$ cat src/common/rcmi_pkg.sv
// rcmi_pkg: constants, carriers and state codes for the reset / clock / strap block
// assumes a single 20 MHz clock that stands in for the core clock; all straps synchronous
`default_nettype none
package rcmi_pkg;
    localparam int CLK_PERIOD_NS = 50;
    localparam int PLL_LOCK_NS = 10000;
    localparam int PLL_LOCK_CYCLES = (PLL_LOCK_NS + CLK_PERIOD_NS - 1) / CLK_PERIOD_NS;
    localparam logic [8:0] PLL_LOCK_LAST = 9'(PLL_LOCK_CYCLES - 1);
    localparam logic [4:0] COLD_HOLD_MIN = 5'h10;
    localparam logic [8:0] RESET_CMD = 9'h1d0;
    localparam logic [31:0] RESET_VECTOR = 32'hbfc00000;
    localparam logic [31:0] IDLE_AD = 32'h00000000;
    localparam logic [1:0] RATIO_X2 = 2'h0;
    localparam logic [1:0] RATIO_X2P5 = 2'h1;
    localparam logic [1:0] RATIO_X3 = 2'h2;
    localparam logic [1:0] RATIO_X4 = 2'h3;
    localparam logic [2:0] DIV_CNT_RESET = 3'h0;

    typedef enum logic [3:0] {
        ST_PLL = 4'h1,
        ST_LOCK = 4'h2,
        ST_HOLD = 4'h4,
        ST_RUN = 4'h8
    } rcmi_state_t;

    typedef struct packed {
        logic [8:0] sys_command_bus;
        logic out_valid_n;
        logic release_n;
        logic [31:0] sys_addr_data_bus;
        logic ad_oe_n;
    } rcmi_bus_t;

    typedef struct packed {
        logic legacy_protocol;
        logic [1:0] ratio;
        logic big_endian;
        logic timer_irq_en;
    } rcmi_strap_t;

    localparam rcmi_bus_t BUS_RESET = '{RESET_CMD, 1'b1, 1'b1, IDLE_AD, 1'b0};
    localparam rcmi_strap_t STRAP_RESET = '{1'b0, RATIO_X2, 1'b0, 1'b1};
endpackage
`default_nettype wire

$ cat src/verilog/rcmi_clk_div.sv
// rcmi_clk_div: bus clock enable derived from the core clock by the selected ratio
// assumes restart is held until the pll locks and pulsed at cold release; it runs free while the core is held
`default_nettype none
module rcmi_clk_div (
    input wire logic clk,
    input wire logic rst_b,
    input wire logic restart,
    input wire logic [1:0] ratio,
    output logic tick
);
    logic [2:0] cnt_q, cnt_d;
    logic phase_q, phase_d;

    // last count of one bus period; 2.5 alternates periods of 2 and 3 core cycles
    function automatic logic [2:0] last_count(input logic [1:0] r, input logic ph);
        logic [2:0] res;
        res = 3'h1;
        case (r)
            rcmi_pkg::RATIO_X2: res = 3'h1;
            rcmi_pkg::RATIO_X2P5: res = ph ? 3'h2 : 3'h1;
            rcmi_pkg::RATIO_X3: res = 3'h2;
            rcmi_pkg::RATIO_X4: res = 3'h3;
            default: res = 3'h1;
        endcase
        return res;
    endfunction

    always_comb begin
        tick = (cnt_q == rcmi_pkg::DIV_CNT_RESET);
        phase_d = phase_q;
        if (restart) begin
            // restart puts the count at zero so the first bus edge is the first after release
            cnt_d = rcmi_pkg::DIV_CNT_RESET;
            phase_d = 1'b0;
        end else if (tick) begin
            cnt_d = last_count(ratio, phase_q);
            phase_d = ~phase_q;
        end else begin
            cnt_d = cnt_q - 3'h1;
        end
    end

    always_ff @(posedge clk) begin
        if (!rst_b) begin
            cnt_q <= rcmi_pkg::DIV_CNT_RESET;
            phase_q <= 1'b0;
        end else begin
            cnt_q <= cnt_d;
            phase_q <= phase_d;
        end
    end
endmodule
`default_nettype wire

$ cat src/verilog/rcmi_top.sv
// rcmi_top: power-on and cold reset sequencing, bus idle drive, bus clock enable, strap capture
// assumes clk is the core clock; pll_reset_n and cold_reset_n may be fully asynchronous to it
`default_nettype none
module rcmi_top (
    input wire logic clk,
    input wire logic rst_b,
    input wire logic pll_reset_n,
    input wire logic cold_reset_n,
    input wire logic bus_protocol_select,
    input wire logic [1:0] clock_ratio_select,
    input wire logic byte_order_pin,
    input wire logic timer_irq_disable_n,
    input wire logic reverse_user_endian,
    input wire logic user_mode,
    input wire rcmi_pkg::rcmi_bus_t core_bus,
    output var rcmi_pkg::rcmi_bus_t sys_bus_q,
    output var rcmi_pkg::rcmi_strap_t strap_q,
    output logic big_endian_flag_q,
    output logic eff_big_endian_q,
    output logic core_run_q,
    output logic bus_tick_q,
    output logic fetch_req_q,
    output logic [31:0] fetch_addr_q,
    output logic pll_locked_q,
    output logic hold_short_q,
    output logic strap_changed_q
);
    rcmi_pkg::rcmi_state_t state_q, state_d;
    logic [1:0] pll_sync_q, pll_sync_d;
    logic [1:0] cold_sync_q, cold_sync_d;
    logic [8:0] lock_cnt_q, lock_cnt_d;
    logic [4:0] hold_cnt_q, hold_cnt_d;
    rcmi_pkg::rcmi_bus_t sys_bus_d;
    rcmi_pkg::rcmi_strap_t strap_d, strap_pins;
    logic big_endian_flag_d, eff_big_endian_d, core_run_d, bus_tick_d;
    logic fetch_req_d, pll_locked_d, hold_short_d, strap_changed_d;
    logic [31:0] fetch_addr_d;
    logic release_now, div_restart, div_tick;
    logic [1:0] div_ratio;

    // input synchronisers: first stage feeds only the second
    always_comb begin
        pll_sync_d = {pll_sync_q[0], pll_reset_n};
        cold_sync_d = {cold_sync_q[0], cold_reset_n};
    end

    always_ff @(posedge clk) begin
        if (!rst_b) begin
            pll_sync_q <= 2'h0;
            cold_sync_q <= 2'h0;
        end else begin
            pll_sync_q <= pll_sync_d;
            cold_sync_q <= cold_sync_d;
        end
    end

    assign strap_pins = '{bus_protocol_select == 1'b0, clock_ratio_select, byte_order_pin, ~timer_irq_disable_n};
    assign release_now = (state_q == rcmi_pkg::ST_HOLD) && cold_sync_q[1] && pll_sync_q[1];
    // divider stays parked until locked, then restarts exactly at cold release
    assign div_restart = (state_q == rcmi_pkg::ST_PLL) || (state_q == rcmi_pkg::ST_LOCK) || release_now;
    assign div_ratio = (state_q == rcmi_pkg::ST_RUN) ? strap_q.ratio : clock_ratio_select;

    rcmi_clk_div u_div (
        .clk(clk),
        .rst_b(rst_b),
        .restart(div_restart),
        .ratio(div_ratio),
        .tick(div_tick)
    );

    // sequencing state
    always_comb begin
        state_d = state_q;
        lock_cnt_d = lock_cnt_q;
        hold_cnt_d = hold_cnt_q;
        pll_locked_d = pll_locked_q;
        hold_short_d = hold_short_q;
        if (!pll_sync_q[1]) begin
            // pll reset wins over everything and restarts lock timing
            state_d = rcmi_pkg::ST_PLL;
            lock_cnt_d = 9'h000;
            hold_cnt_d = 5'h00;
            pll_locked_d = 1'b0;
        end else begin
            case (state_q)
                rcmi_pkg::ST_PLL: begin
                    state_d = rcmi_pkg::ST_LOCK;
                end
                rcmi_pkg::ST_LOCK: begin
                    if (lock_cnt_q == rcmi_pkg::PLL_LOCK_LAST) begin
                        state_d = rcmi_pkg::ST_HOLD;
                        pll_locked_d = 1'b1;
                    end else begin
                        lock_cnt_d = lock_cnt_q + 9'h001;
                    end
                end
                rcmi_pkg::ST_HOLD: begin
                    if (cold_sync_q[1]) begin
                        // clocks start with the release; short holds are only reported
                        state_d = rcmi_pkg::ST_RUN;
                        hold_short_d = hold_short_q || (hold_cnt_q < rcmi_pkg::COLD_HOLD_MIN);
                    end else if (div_tick && hold_cnt_q != rcmi_pkg::COLD_HOLD_MIN) begin
                        hold_cnt_d = hold_cnt_q + 5'h01;
                    end
                end
                rcmi_pkg::ST_RUN: begin
                    if (!cold_sync_q[1]) begin
                        state_d = rcmi_pkg::ST_HOLD;
                        hold_cnt_d = 5'h00;
                    end
                end
                default: begin
                    state_d = rcmi_pkg::ST_PLL;
                end
            endcase
        end
    end

    always_ff @(posedge clk) begin
        if (!rst_b) begin
            state_q <= rcmi_pkg::ST_PLL;
            lock_cnt_q <= 9'h000;
            hold_cnt_q <= 5'h00;
            pll_locked_q <= 1'b0;
            hold_short_q <= 1'b0;
        end else begin
            state_q <= state_d;
            lock_cnt_q <= lock_cnt_d;
            hold_cnt_q <= hold_cnt_d;
            pll_locked_q <= pll_locked_d;
            hold_short_q <= hold_short_d;
        end
    end

    // bus drive, straps, fetch and clock enables
    always_comb begin
        sys_bus_d = sys_bus_q;
        strap_d = strap_q;
        strap_changed_d = strap_changed_q;
        fetch_req_d = release_now;
        fetch_addr_d = release_now ? rcmi_pkg::RESET_VECTOR : fetch_addr_q;
        core_run_d = (state_d == rcmi_pkg::ST_RUN);
        bus_tick_d = div_tick && (state_q == rcmi_pkg::ST_RUN);
        if (state_q != rcmi_pkg::ST_RUN) begin
            // own the bus and hold it idle; agents mid-transfer must be reset by the system
            sys_bus_d = rcmi_pkg::BUS_RESET;
        end else if (div_tick) begin
            sys_bus_d = core_bus;
        end
        if (release_now) begin
            strap_d = strap_pins;
        end else if (state_q == rcmi_pkg::ST_RUN) begin
            // straps are not re-read; a late protocol, ratio or timer strap change is flagged, not followed; byte order is not flagged
            strap_changed_d = strap_changed_q || (strap_pins.legacy_protocol != strap_q.legacy_protocol)
                || (strap_pins.ratio != strap_q.ratio) || (strap_pins.timer_irq_en != strap_q.timer_irq_en);
        end
        big_endian_flag_d = strap_d.big_endian;
        eff_big_endian_d = strap_d.big_endian ^ (reverse_user_endian & user_mode);
    end

    always_ff @(posedge clk) begin
        if (!rst_b) begin
            sys_bus_q <= rcmi_pkg::BUS_RESET;
            strap_q <= rcmi_pkg::STRAP_RESET;
            strap_changed_q <= 1'b0;
            fetch_req_q <= 1'b0;
            fetch_addr_q <= rcmi_pkg::RESET_VECTOR;
            core_run_q <= 1'b0;
            bus_tick_q <= 1'b0;
            big_endian_flag_q <= 1'b0;
            eff_big_endian_q <= 1'b0;
        end else begin
            sys_bus_q <= sys_bus_d;
            strap_q <= strap_d;
            strap_changed_q <= strap_changed_d;
            fetch_req_q <= fetch_req_d;
            fetch_addr_q <= fetch_addr_d;
            core_run_q <= core_run_d;
            bus_tick_q <= bus_tick_d;
            big_endian_flag_q <= big_endian_flag_d;
            eff_big_endian_q <= eff_big_endian_d;
        end
    end
endmodule
`default_nettype wire

$ cat config.mk
export PLATFORM = sky130hd
export DESIGN_NAME = rcmi_top
export DESIGN_NICKNAME = d
export VERILOG_FILES = /design/src/common/rcmi_pkg.sv /design/src/verilog/rcmi_clk_div.sv /design/src/verilog/rcmi_top.sv
export SDC_FILE = /design/constraint.sdc
export NUM_CORES = 1
export LEC_CHECK = 0
export ABC_AREA = 1
export BUFFER_PORTS_ARGS = -buffer_cell sky130_fd_sc_hd__buf_2
export CORE_ASPECT_RATIO = 0.7
export CORE_MARGIN = 5
export CORE_UTILIZATION = 25
export DETAILED_ROUTE_END_ITERATION = 10
export SLEW_MARGIN = 20
export SYNTH_ARGS = -nofsm -noshare
export SYNTH_HDL_FRONTEND = slang
export SYNTH_SLANG_ARGS = --single-unit
$ cat constraint.sdc
create_clock -name clk -period 1.3 [get_ports clk]
set_input_delay 0.13 -clock clk [delete_from_list [all_inputs] [get_ports clk]]
set_output_delay 0.13 -clock clk [all_outputs]
set_load 0.005 [all_outputs]
==> summary.md, run 1 <==
| Metric | Value |
|---|---|
| R2R setup slack | -0.03 ns |
| Io pins | 144 |
| Commonest cells after routing, fill and taps aside | nand2_1, buf_2, dfxtp_1, inv_1, conb_1 |
| GPL Wtd Cong | 0.7824 |
| Final setup fails | 14 |
| Most frequent cell on the critical path | inv_2 |
| Nets | 720 |
| Via count | 3,464 |
| Synth Register Bits | 82 |
| Die ar. | 17,330 um2 |
| Total GRT Usage | 10.05% |
| FF+latch area | 1659 um2 |
| Design area | 5479 um2 |
| RSZ-0062 raised after global routing | yes |
| First-pass GRT wire length | 14.46 mm |
| VDD IR max | 0.0005154 V |
| Synth top area share | 44.49% |
| Pleak | 2.570 nW |
| Cell Rows | 37 |
| Worst-Skew Late Latency | 0.34 ns |
| DRC viols | 0 |
| Largest stage delay on the critical path | 0.32 ns |
| Largest cells by area after synthesis | dfxtp_1, nand2_1, buf_4, a21oi_1, inv_1 |
| Post-synthesis mux area share | 0% |
| Area grow syn2layout | 48.49% |
| Fill cell count | 1,502 |
| Slowest CP cell | dfxtp_2 |
| Placed Area | 4603 um2 |
| Yosys warns | 0 |
| Fmax | 750.5 MHz |
| Synth Instances | 502 |
| Yosys cell types | 33 |
| Largest family of logic cells by synthesized area | simple AND/OR/NAND/NOR gates |
| Vias in the first global route | 3,045 |
| Initial antenna violation count | 0 |
| TNS Setup | -0.2389 ns |
| CTS tree | built |
| Final min period | 1.332 ns |
| WHS Endpoint | sys_bus_q[43] |
| WL final | 9.890 mm |
| Pre-CTS setup slack | -0.02726 ns |
| Status | finished, violations left |
| Multi-input logic area | 1927 um2 |
| Total Power Consumption | 5.329 mW |
| CTS clock-pin slew for the worst setup and hold paths | 0.06 ns |
| GRT overflow | 0 |
| Avg Cell Area, Syn | 7.350 um2 |
| Largest net degree at the start of global routing | 42 |
| HP Start | core_bus[43] |
| Kind of critical path | reg -> reg |
| DRT antenna net count | 0 |
| Post-Route Skew | 0.006394 ns |
| CP Cell Sequence | inv_2 -> ha_4 -> inv_2 -> nor2_4 -> buf_8 -> clkbuf_16 -> nand2_1 -> a21oi_2 |
| Critical Path Fanout Max | 13 |
| Hold Crit Class | in -> reg |
| Asr flop ratio synth | 0% |
| Fin. Hold Viols | 0 |
| Vias per cell | 4.028 |
| Main synth FF type | dfxtp_1 |
| Sequential area share after synthesis | 44.49% |
| Synth Area in Simple Gates | 27.70% |
| EDFF count, synth | 0 |
| Power Density | 972.6 nW/um2 |
| Hold Path Depth | 3 |
| Number of max-cap violations | 0 |
| Path depth of the worst reg2reg path | 8 |
| Crit start category | register |
| Clock H-tree levels | 3 |
| Drt pass-1 iters | 4 |
| Synth Area in Compound Gates | 10.21% |
| Setup crit end kind | register |
| Pins Over Slew Limit | 0 |
| Starting Density | 25.30% |
| CP required | 1.57 ns |
| Post-DP HPWL | 6.676 mm |
| Wire length per cell | 11.50 um |
| Leading area contributor after synthesis | dfxtp_1 |
| Die W | 155.2 um |
| Die Y | 111.6 um |
| Antenna Cells | 0 |
| Crit Reg-Reg Endpoint | sys_bus_q[4] |
| Layout cell share with drive strength beyond 1 | 42.11% |
| TritonCTS buffer count | 9 |
| Adder-cell share of the synthesized area | 1.695% |
| Clock buffer depth | 2 |
| Core region area | 14,580 um2 |
| Fin crit share | 102.5% |
| Worst r2r src | u_div.cnt_q[0] |
| Failing checks | negative setup slack |
| Fin worst setup slack | -0.03236 ns |
| Final Core Density | 37.57% |
| CTS Sinks | 82 |
| Iter 0 DRT Violations | 170 |
| CP arrival | 1.61 ns |
| Port Buffers | 111 |
| Commonest non-fill, non-tap cell in the layout | nand2_1 |
| Post-synthesis cell area | 3690 um2 |
| Xor-xnor portion of the synthesized cell area | 1.899% |
| Clk root buf | clkbuf_16 |
[state kept, by name (all words and copies together), names as in the netlist]
signal / cells
state_q: 4
u_div.phase_q: 1
bus_tick_q: 1
eff_big_endian_q: 1
big_endian_flag_q: 1
pll_locked_q: 1
strap_changed_q: 1
hold_short_q: 1
pll_sync_q: 2
lock_cnt_q: 9
sys_bus_q: 44
strap_q: 4
fetch_req_q: 1
cold_sync_q: 2
hold_cnt_q: 5
core_run_q: 1
u_div.cnt_q: 3
[metrics by stage]
| stage | hold slack (ns) | instances |
|---|---|---|
| after floorplan | 0.2204 | 532 |
| after global placement | 0.3125 | 827 |
| after detailed placement | 0.3158 | 827 |
| after CTS | 0.001369 | 847 |
| after global routing | 0.02085 | 860 |
| final | 0.01533 | 860 |
[layout make-up]
type	instances	share of cell area [%]
Inverter	44	3.334
Clock inverter	5	0.7079
Tap cell	195	4.453
Multi-Input combinational cell	355	35.17
Timing Repair Buffer	168	21.63
Clock buffer	11	4.430
Sequential cell	82	30.28
[metal layers]
metal,track usage [%],wire [um],vias up
li1,-,-,1814
met5,0,0,-
met3,3.458,708,7
met1,13.92,4968,1551
met2,14.59,4114,92
met4,3.324,99,0
[where the power goes]
group / switching, mW / internal (mW)
logic: 0.222 / 0.191
clock network: 1.04 / 1.35
registers: 0.00636 / 2.52
[cells by family (layout without fill, tap and decap cells)]
logic type / Yosys count / after routing
AND/OR/NAND/NOR: 244 / 244
buffers and inverters: 95 / 228
flip-flops: 82 / 82
AO/OA/AOI/OAI: 66 / 66
XOR/XNOR: 8 / 8
adder cells (fa/ha/maj): 5 / 5
other: 2 / 32
[cells in the mapped netlist, types with 2 or more instances]
cell type,number
nor2_1,38
inv_2,2
a21oi_1,42
xor2_1,6
clkbuf_1,7
nand3b_1,2
a21oi_2,10
nand2_1,166
and2_1,2
nand3_1,22
nand2_2,2
xnor2_1,2
buf_4,34
inv_1,40
buf_6,2
nor2_2,2
ha_1,5
nor2_4,2
dfxtp_1,82
o21ai_0,10
clkinv_1,2
conb_1,2
buf_2,8
nand4_1,3
[worst max-delay path: cells and delay by family, from the launching register on]
family | cells | cell delay (ns)
buf+inv | 4 | 0.45
flops | 1 | 0.32
simple gates | 2 | 0.23
fa+ha+maj | 1 | 0.13
compound gates | 1 | 0.12
[worst max-delay path by stage]
stage | startpoint | endpoint | slack, ns | cells past startpoint
detailed placement | u_div.cnt_q[0] | sys_bus_q[31] | -0.03 | 8
floorplan | u_div.cnt_q[0] | sys_bus_q[10] | -0.07 | 8
global placement | u_div.cnt_q[0] | u_div.cnt_q[1] | -0.01 | 9
global route | u_div.cnt_q[0] | sys_bus_q[4] | -0.1 | 8
finish | u_div.cnt_q[0] | sys_bus_q[4] | -0.03 | 8
CTS | u_div.cnt_q[0] | u_div.cnt_q[1] | -0.02 | 9
[what timing repair did]
action | CTS | global route
pin swaps | 2 | 32
resized for setup | 10 | 111
gates cloned | 0 | 7
endpoints found under the hold margin | 4 | 0
hold buffers | 4 | 0
endpoints found under the setup margin | 45 | 73
setup buffers | 0 | 6
Power figures use the tool's default switching activity.
==> run 2: changes to the inputs <==
BUFFER_PORTS_ARGS = -buffer_cell sky130_fd_sc_hd__buf_4   (was -buffer_cell sky130_fd_sc_hd__buf_2)
GPL_TIMING_DRIVEN = 0   (was not set)
==> summary.md, run 2 (same netlist as run 1, synthesis figures left out) <==
| Metric | Value |
|---|---|
| Status | finished, violations left (unchanged) |
| Failing checks | negative setup slack (unchanged) |
| Rel. slew slack | 58.67% |
| Final min period | 1.351 ns (was 1.332 ns) |
| WL final | 10.39 mm (was 9.890 mm) |
| First-pass GRT wire length | 16.19 mm (was 14.46 mm) |
| Number of max-cap violations | 0 (unchanged) |
| CTS clock-pin slew for the worst setup and hold paths | 0.06 ns (about the same) |
| Final setup fails | 47 (was 14) |
| Drt pass-1 iters | 4 (unchanged) |
| Worst r2r src | u_div.cnt_q[1] (was u_div.cnt_q[0]) |
| Initial antenna violation count | 0 (unchanged) |
| DRC viols | 0 (unchanged) |
| Fin crit share | 104.0% (was 102.5%) |
| Antenna Cells | 0 (unchanged) |
| Clock buffer depth | 2 (unchanged) |
| Switch share | 22.77% (was 23.75%) |
| Die W | 155.2 um (unchanged) |
| Starting Density | 25.30% (unchanged) |
| Die ar. | 17,330 um2 (unchanged) |
| Worst-Margin Slew | 0.6200 ns |
| CP required | 1.52 ns (was 1.57 ns) |
| FF+latch area | 1667 um2 (was 1659 um2) |
| Clk network pwr share | 45.6% (was 44.9%) |
| Fin worst setup slack | -0.05147 ns (was -0.03236 ns) |
| Largest net degree at the start of global routing | 15 (was 42) |
| GRT overflow | 0 (unchanged) |
| CTS Sinks | 82 (unchanged) |
| Power Density | 939.9 nW/um2 (was 972.6 nW/um2) |
| CP arrival | 1.57 ns (was 1.61 ns) |
| Fmax | 739.9 MHz (was 750.5 MHz) |
| Total GRT Usage | 11.39% (was 10.05%) |
| TNS Setup | -1.091 ns (was -0.2389 ns) |
| Vias in the first global route | 3,243 (was 3,045) |
| Net Sw Power | 1.290 mW (was 1.266 mW) |
| Seq pwr share | 44.5% (was 47.4%) |
| Fin. Hold Viols | 0 (unchanged) |
| Design area | 6026 um2 (was 5479 um2) |
| Reg with most FFs | sys_bus_q (unchanged) |
| Kind of critical path | reg -> reg (unchanged) |
| CP startpoint | u_div.cnt_q[1] (was u_div.cnt_q[0]) |
| Hold Crit Class | in -> reg (unchanged) |
| Internal power | 4.374 mW (was 4.063 mW) |
| Port Buffers | 111 (unchanged) |
| Commonest cells after routing, fill and taps aside | buf_4, nand2_1, dfxtp_1, inv_1, conb_1 (was nand2_1, buf_2, dfxtp_1, inv_1, conb_1) |
| Layout cell share with drive strength beyond 1 | 46.28% (was 42.11%) |
| Multi-input logic area | 2042 um2 (was 1927 um2) |
| Nets | 740 (was 720) |
| Vias per cell | 4.008 (was 4.028) |
| Iter 0 DRT Violations | 177 (was 170) |
| RSZ-0062 raised after global routing | yes (unchanged) |
| Pleak | 2.858 nW (was 2.570 nW) |
| DRT antenna net count | 0 (unchanged) |
| Fill cell count | 1,484 (was 1,502) |
| Die Y | 111.6 um (unchanged) |
| Commonest non-fill, non-tap cell in the layout | buf_4 (was nand2_1) |
| GPL Wtd Cong | 0.7516 (was 0.7824) |
| Combinational share of power | 9.9% (was 7.7%) |
| Total Power Consumption | 5.664 mW (was 5.329 mW) |
| Wire length per cell | 11.80 um (was 11.50 um) |
| Max FFs per register | 44 (unchanged) |
| Clock H-tree levels | 3 (unchanged) |
| Via count | 3,527 (was 3,464) |
| Cell Rows | 37 (unchanged) |
| Finished Layout Cells | 880 (was 860) |
| TritonCTS buffer count | 9 (unchanged) |
| Post-Route Skew | 0.005263 ns (was 0.006394 ns) |
| Pins Over Slew Limit | 0 (unchanged) |
| Crit start category | register (unchanged) |
| Biggest regs | sys_bus_q x44, lock_cnt_q x9, hold_cnt_q x5 (unchanged) |
| CTS tree | built (unchanged) |
| HP Start | core_bus[43] (unchanged) |
| Placed Cells | 838 (was 827) |
| Critical Path Fanout Max | 5 (was 13) |
| Core region area | 14,580 um2 (unchanged) |
| Io pins | 144 (unchanged) |
| Placed Area | 4885 um2 (was 4603 um2) |
| Worst-Skew Late Latency | 0.33 ns (was 0.34 ns) |
| VDD IR max | 0.0007065 V (was 0.0005154 V) |
| Post-DP HPWL | 7.200 mm (was 6.676 mm) |
| Clk root buf | clkbuf_16 (unchanged) |
| Setup crit end kind | register (unchanged) |
| Area grow syn2layout | 63.31% (was 48.49%) |
-- run 2: timing repair --
item / in CTS / in global routing
hold buffers: 4 / 0
endpoints found under the hold margin: 4 / 0
pin swaps: 5 / 13
setup endpoints to repair: 66 / 73
buffers inserted: 11 / 4
gates cloned: 4 / 3
gates resized for setup: 82 / 97
-- run 2: worst max-delay path, stage by stage (launching register included) --
cell	delay, ns
dfxtp_2	0.33
inv_4	0.07
ha_4	0.13
inv_2	0.04
nor2_4	0.18
inv_4	0.08
clkbuf_16	0.17
clkbuf_16	0.16
nand2_2	0.05
a21oi_1	0.05
-- run 2: through the flow --
| stage | util, % | setup WS, ns | hold slack [ns] |
|---|---|---|---|
| 4_1_cts | 38.45 | -0.03040 | 0.002102 |
| 6_report | 41.32 | -0.05147 | 0.01146 |
| 5_1_grt | 41.32 | -0.1187 | 0.01399 |
| 3_5_place_dp | 33.50 | -0.4051 | 0.3147 |
| 3_3_place_gp | 33.50 | -0.3879 | 0.3163 |
| 2_1_floorplan | - | -0.07191 | 0.2204 |
-- run 2: path summary, 6_finish.rpt --
check                       end  slack [ns]  cells past startpoint
setup / recovery  sys_bus_q[36]       -0.05                      9
hold / removal    sys_bus_q[43]        0.01                      3
setup reg to reg  sys_bus_q[36]       -0.05                      9
hold reg to reg   pll_sync_q[1]        0.41                      2
-- run 2: final cells by class --
type | count | area share [%]
clock buffer | 10 | 3.966
buffer | 51 | 8.098
timing repair inverter | 1 | 0.08306
tap | 195 | 4.049
timing repair buffer | 136 | 18.29
multi-input combinational | 355 | 33.89
sequential | 82 | 27.66
clock inverter | 6 | 1.059
inverter | 44 | 2.907
-- run 2: power by group through the flow --
stage	logic [mW]	registers, mW	clock network (mW)
2_1_floorplan	0.235	2.58	0
6_report	0.561	2.52	2.58
3_3_place_gp	0.403	2.59	0
3_5_place_dp	0.403	2.59	0
4_1_cts	0.495	2.52	2.68
5_1_grt	0.614	2.52	2.76
-- run 2: layer usage --
metal	global-route usage (%)	wire length, um
met5	0	0
met4	2.857	112
met3	3.302	753
met2	16.47	4433
met1	16.58	5086
==> run 3: changes to the inputs <==
==> constraint.sdc (replaced) <==
create_clock -name clk -period 1.3 [get_ports clk]
set_input_delay 0.26 -clock clk [delete_from_list [all_inputs] [get_ports clk]]
set_output_delay 0.26 -clock clk [all_outputs]
set_load 0.005 [all_outputs]
==> summary.md, run 3 (same netlist as run 1, synthesis figures left out) <==
| Metric | Value |
|---|---|
| Worst-Skew Late Latency | 0.33 ns (about the same) |
| GPL Wtd Cong | 0.7516 (unchanged) |
| Total GRT Usage | 11.37% (was 11.39%) |
| Io pins | 144 (unchanged) |
| Core region area | 14,580 um2 (unchanged) |
| DRT antenna net count | 0 (unchanged) |
| Crit Reg-Reg Endpoint | sys_bus_q[36] (unchanged) |
| Critical Path Fanout Max | 5 (unchanged) |
| Die Y | 111.6 um (unchanged) |
| Via count | 3,504 (was 3,527) |
| CP required | 1.52 ns (about the same) |
| Post-DP HPWL | 7.200 mm (unchanged) |
| R2R setup slack | -0.05 ns (about the same) |
| Iter 0 DRT Violations | 154 (was 177) |
| Max FFs per register | 44 (unchanged) |
| Fin crit share | 104.0% (about the same) |
| Crit start category | register (unchanged) |
| Hold slack | 0.1042 ns (was 0.01146 ns) |
| Hold Path Depth | 3 (unchanged) |
| Drt pass-1 iters | 4 (unchanged) |
| Port Buffers | 111 (unchanged) |
| Biggest regs | sys_bus_q x44, lock_cnt_q x9, hold_cnt_q x5 (unchanged) |
| WL final | 10.33 mm (was 10.39 mm) |
| Status | finished, violations left (unchanged) |
| Kind of critical path | reg -> reg (unchanged) |
| DRC viols | 0 (unchanged) |
| Pre-CTS setup slack | -0.4051 ns (unchanged) |
| Largest net degree at the start of global routing | 15 (unchanged) |
| VDD IR max | 0.0007034 V (was 0.0007065 V) |
| WHS Endpoint | pll_sync_q[0] (was sys_bus_q[43]) |
| Final min period | 1.352 ns (was 1.351 ns) |
| CTS Sinks | 82 (unchanged) |
| Clock buffer depth | 2 (unchanged) |
| Worst-Margin Slew | 0.6193 ns (was 0.6200 ns) |
| Setup crit end kind | register (unchanged) |
| HP Start | pll_reset_n (was core_bus[43]) |
| Commonest cells after routing, fill and taps aside | buf_4, nand2_1, dfxtp_1, inv_1, conb_1 (unchanged) |
| CP arrival | 1.57 ns (about the same) |
| Fmax | 739.9 MHz (about the same) |
| First-pass GRT wire length | 16.16 mm (was 16.19 mm) |
| Placed Cells | 838 (unchanged) |
| Failing checks | negative setup slack (unchanged) |
| RSZ-0062 raised after global routing | yes (unchanged) |
| Path depth of the worst reg2reg path | 9 (unchanged) |
| Die W | 155.2 um (unchanged) |
| Vias in the first global route | 3,241 (was 3,243) |
| Clk root buf | clkbuf_16 (unchanged) |
| Wire length per cell | 11.79 um (was 11.80 um) |
| Antenna Cells | 0 (unchanged) |
| Worst r2r src | u_div.cnt_q[1] (unchanged) |
| CTS tree | built (unchanged) |
| Fin worst setup slack | -0.05161 ns (was -0.05147 ns) |
| Number of max-cap violations | 0 (unchanged) |
| GRT overflow | 0 (unchanged) |
| Vias per cell | 4.000 (was 4.008) |
| Die ar. | 17,330 um2 (unchanged) |
| Post-Route Skew | 0.005275 ns (was 0.005263 ns) |
| Final Core Density | 41.05% (was 41.32%) |
| CTS clock-pin slew for the worst setup and hold paths | 0.06 ns (about the same) |
| Fill cell count | 1,487 (was 1,484) |
| Reg with most FFs | sys_bus_q (unchanged) |
| Rel. slew slack | 58.71% (was 58.67%) |
| Starting Density | 25.30% (unchanged) |
| Area grow syn2layout | 62.22% (was 63.31%) |
| TNS Setup | -1.095 ns (was -1.091 ns) |
| Fin. Hold Viols | 0 (unchanged) |
| Pins Over Slew Limit | 0 (unchanged) |
| Nets | 736 (was 740) |
| Commonest non-fill, non-tap cell in the layout | buf_4 (unchanged) |
| Power Density | 944.6 nW/um2 (was 939.9 nW/um2) |
| Finished Layout Cells | 876 (was 880) |
| TritonCTS buffer count | 9 (unchanged) |
| Final setup fails | 47 (unchanged) |
| Hold Crit Class | in -> reg (unchanged) |
| Pleak | 2.841 nW (was 2.858 nW) |
| Layout cell share with drive strength beyond 1 | 46.55% (was 46.28%) |
| Initial antenna violation count | 0 (unchanged) |
| Cell Rows | 37 (unchanged) |
| Clock H-tree levels | 3 (unchanged) |
-- run 3: repair_timing --
action                     in CTS  in global routing
setup endpoints to repair      66                 73
gates resized for setup        82                 97
pin swaps                       5                 13
buffers inserted               11                  4
hold buffers                    0                  0
cloned                          4                  3
-- run 3: how the worst max path moves through the flow --
| stage | depth (start not counted) | start | end |
|---|---|---|---|
| floorplan | 8 | u_div.cnt_q[0] | sys_bus_q[10] |
| global placement | 8 | u_div.cnt_q[0] | sys_bus_q[8] |
| detailed placement | 8 | u_div.cnt_q[0] | sys_bus_q[38] |
| CTS | 8 | u_div.cnt_q[0] | sys_bus_q[13] |
| global route | 9 | u_div.cnt_q[1] | sys_bus_q[36] |
| finish | 9 | u_div.cnt_q[1] | sys_bus_q[36] |
-- run 3: critical path, cell delays in order (launching register included) --
cell and delay (ns):
dfxtp_2 0.33, inv_4 0.07, ha_4 0.13, inv_2 0.04, nor2_4 0.18, inv_4 0.08
clkbuf_16 0.17, clkbuf_16 0.16, nand2_2 0.05, a21oi_1 0.05
-- run 3: metal layers --
metal | GRT usage, % | up-vias | routed length [um]
met5 | 0 | - | 0
met4 | 2.857 | 0 | 112
met3 | 3.302 | 11 | 819
met2 | 16.41 | 106 | 4360
met1 | 16.58 | 1534 | 5039
li1 | - | 1853 | -
-- run 3: layout make-up --
cell class,count,area [um2],area share [%]
Buffer,51,488.0,8.152
Clock buffer,10,239.0,3.992
Clock inverter,6,63.81,1.066
Inverter,44,175.2,2.926
Multi-Input combinational cell,355,2042,34.11
Sequential cell,82,1667,27.84
Tap cell,195,244.0,4.076
Timing Repair Buffer,132,1062,17.75
Timing Repair inverter,1,5.005,0.08361
-- run 3: per-stage QoR --
stage	power, mW	area [um2]
after floorplan	2.819	3807
after global placement	2.989	4885
after detailed placement	2.989	4885
after CTS	5.687	5567
after global routing	5.891	5986
final	5.654	5986
-- run 3: where the power goes --
part           total, mW  switching, mW  leakage [nW]  internal [mW]
Combinational      0.551          0.240          2.03          0.311
Clock               2.58           1.04         0.145           1.54
Sequential          2.52        0.00713         0.668           2.52
Total               5.65           1.29          2.84           4.37
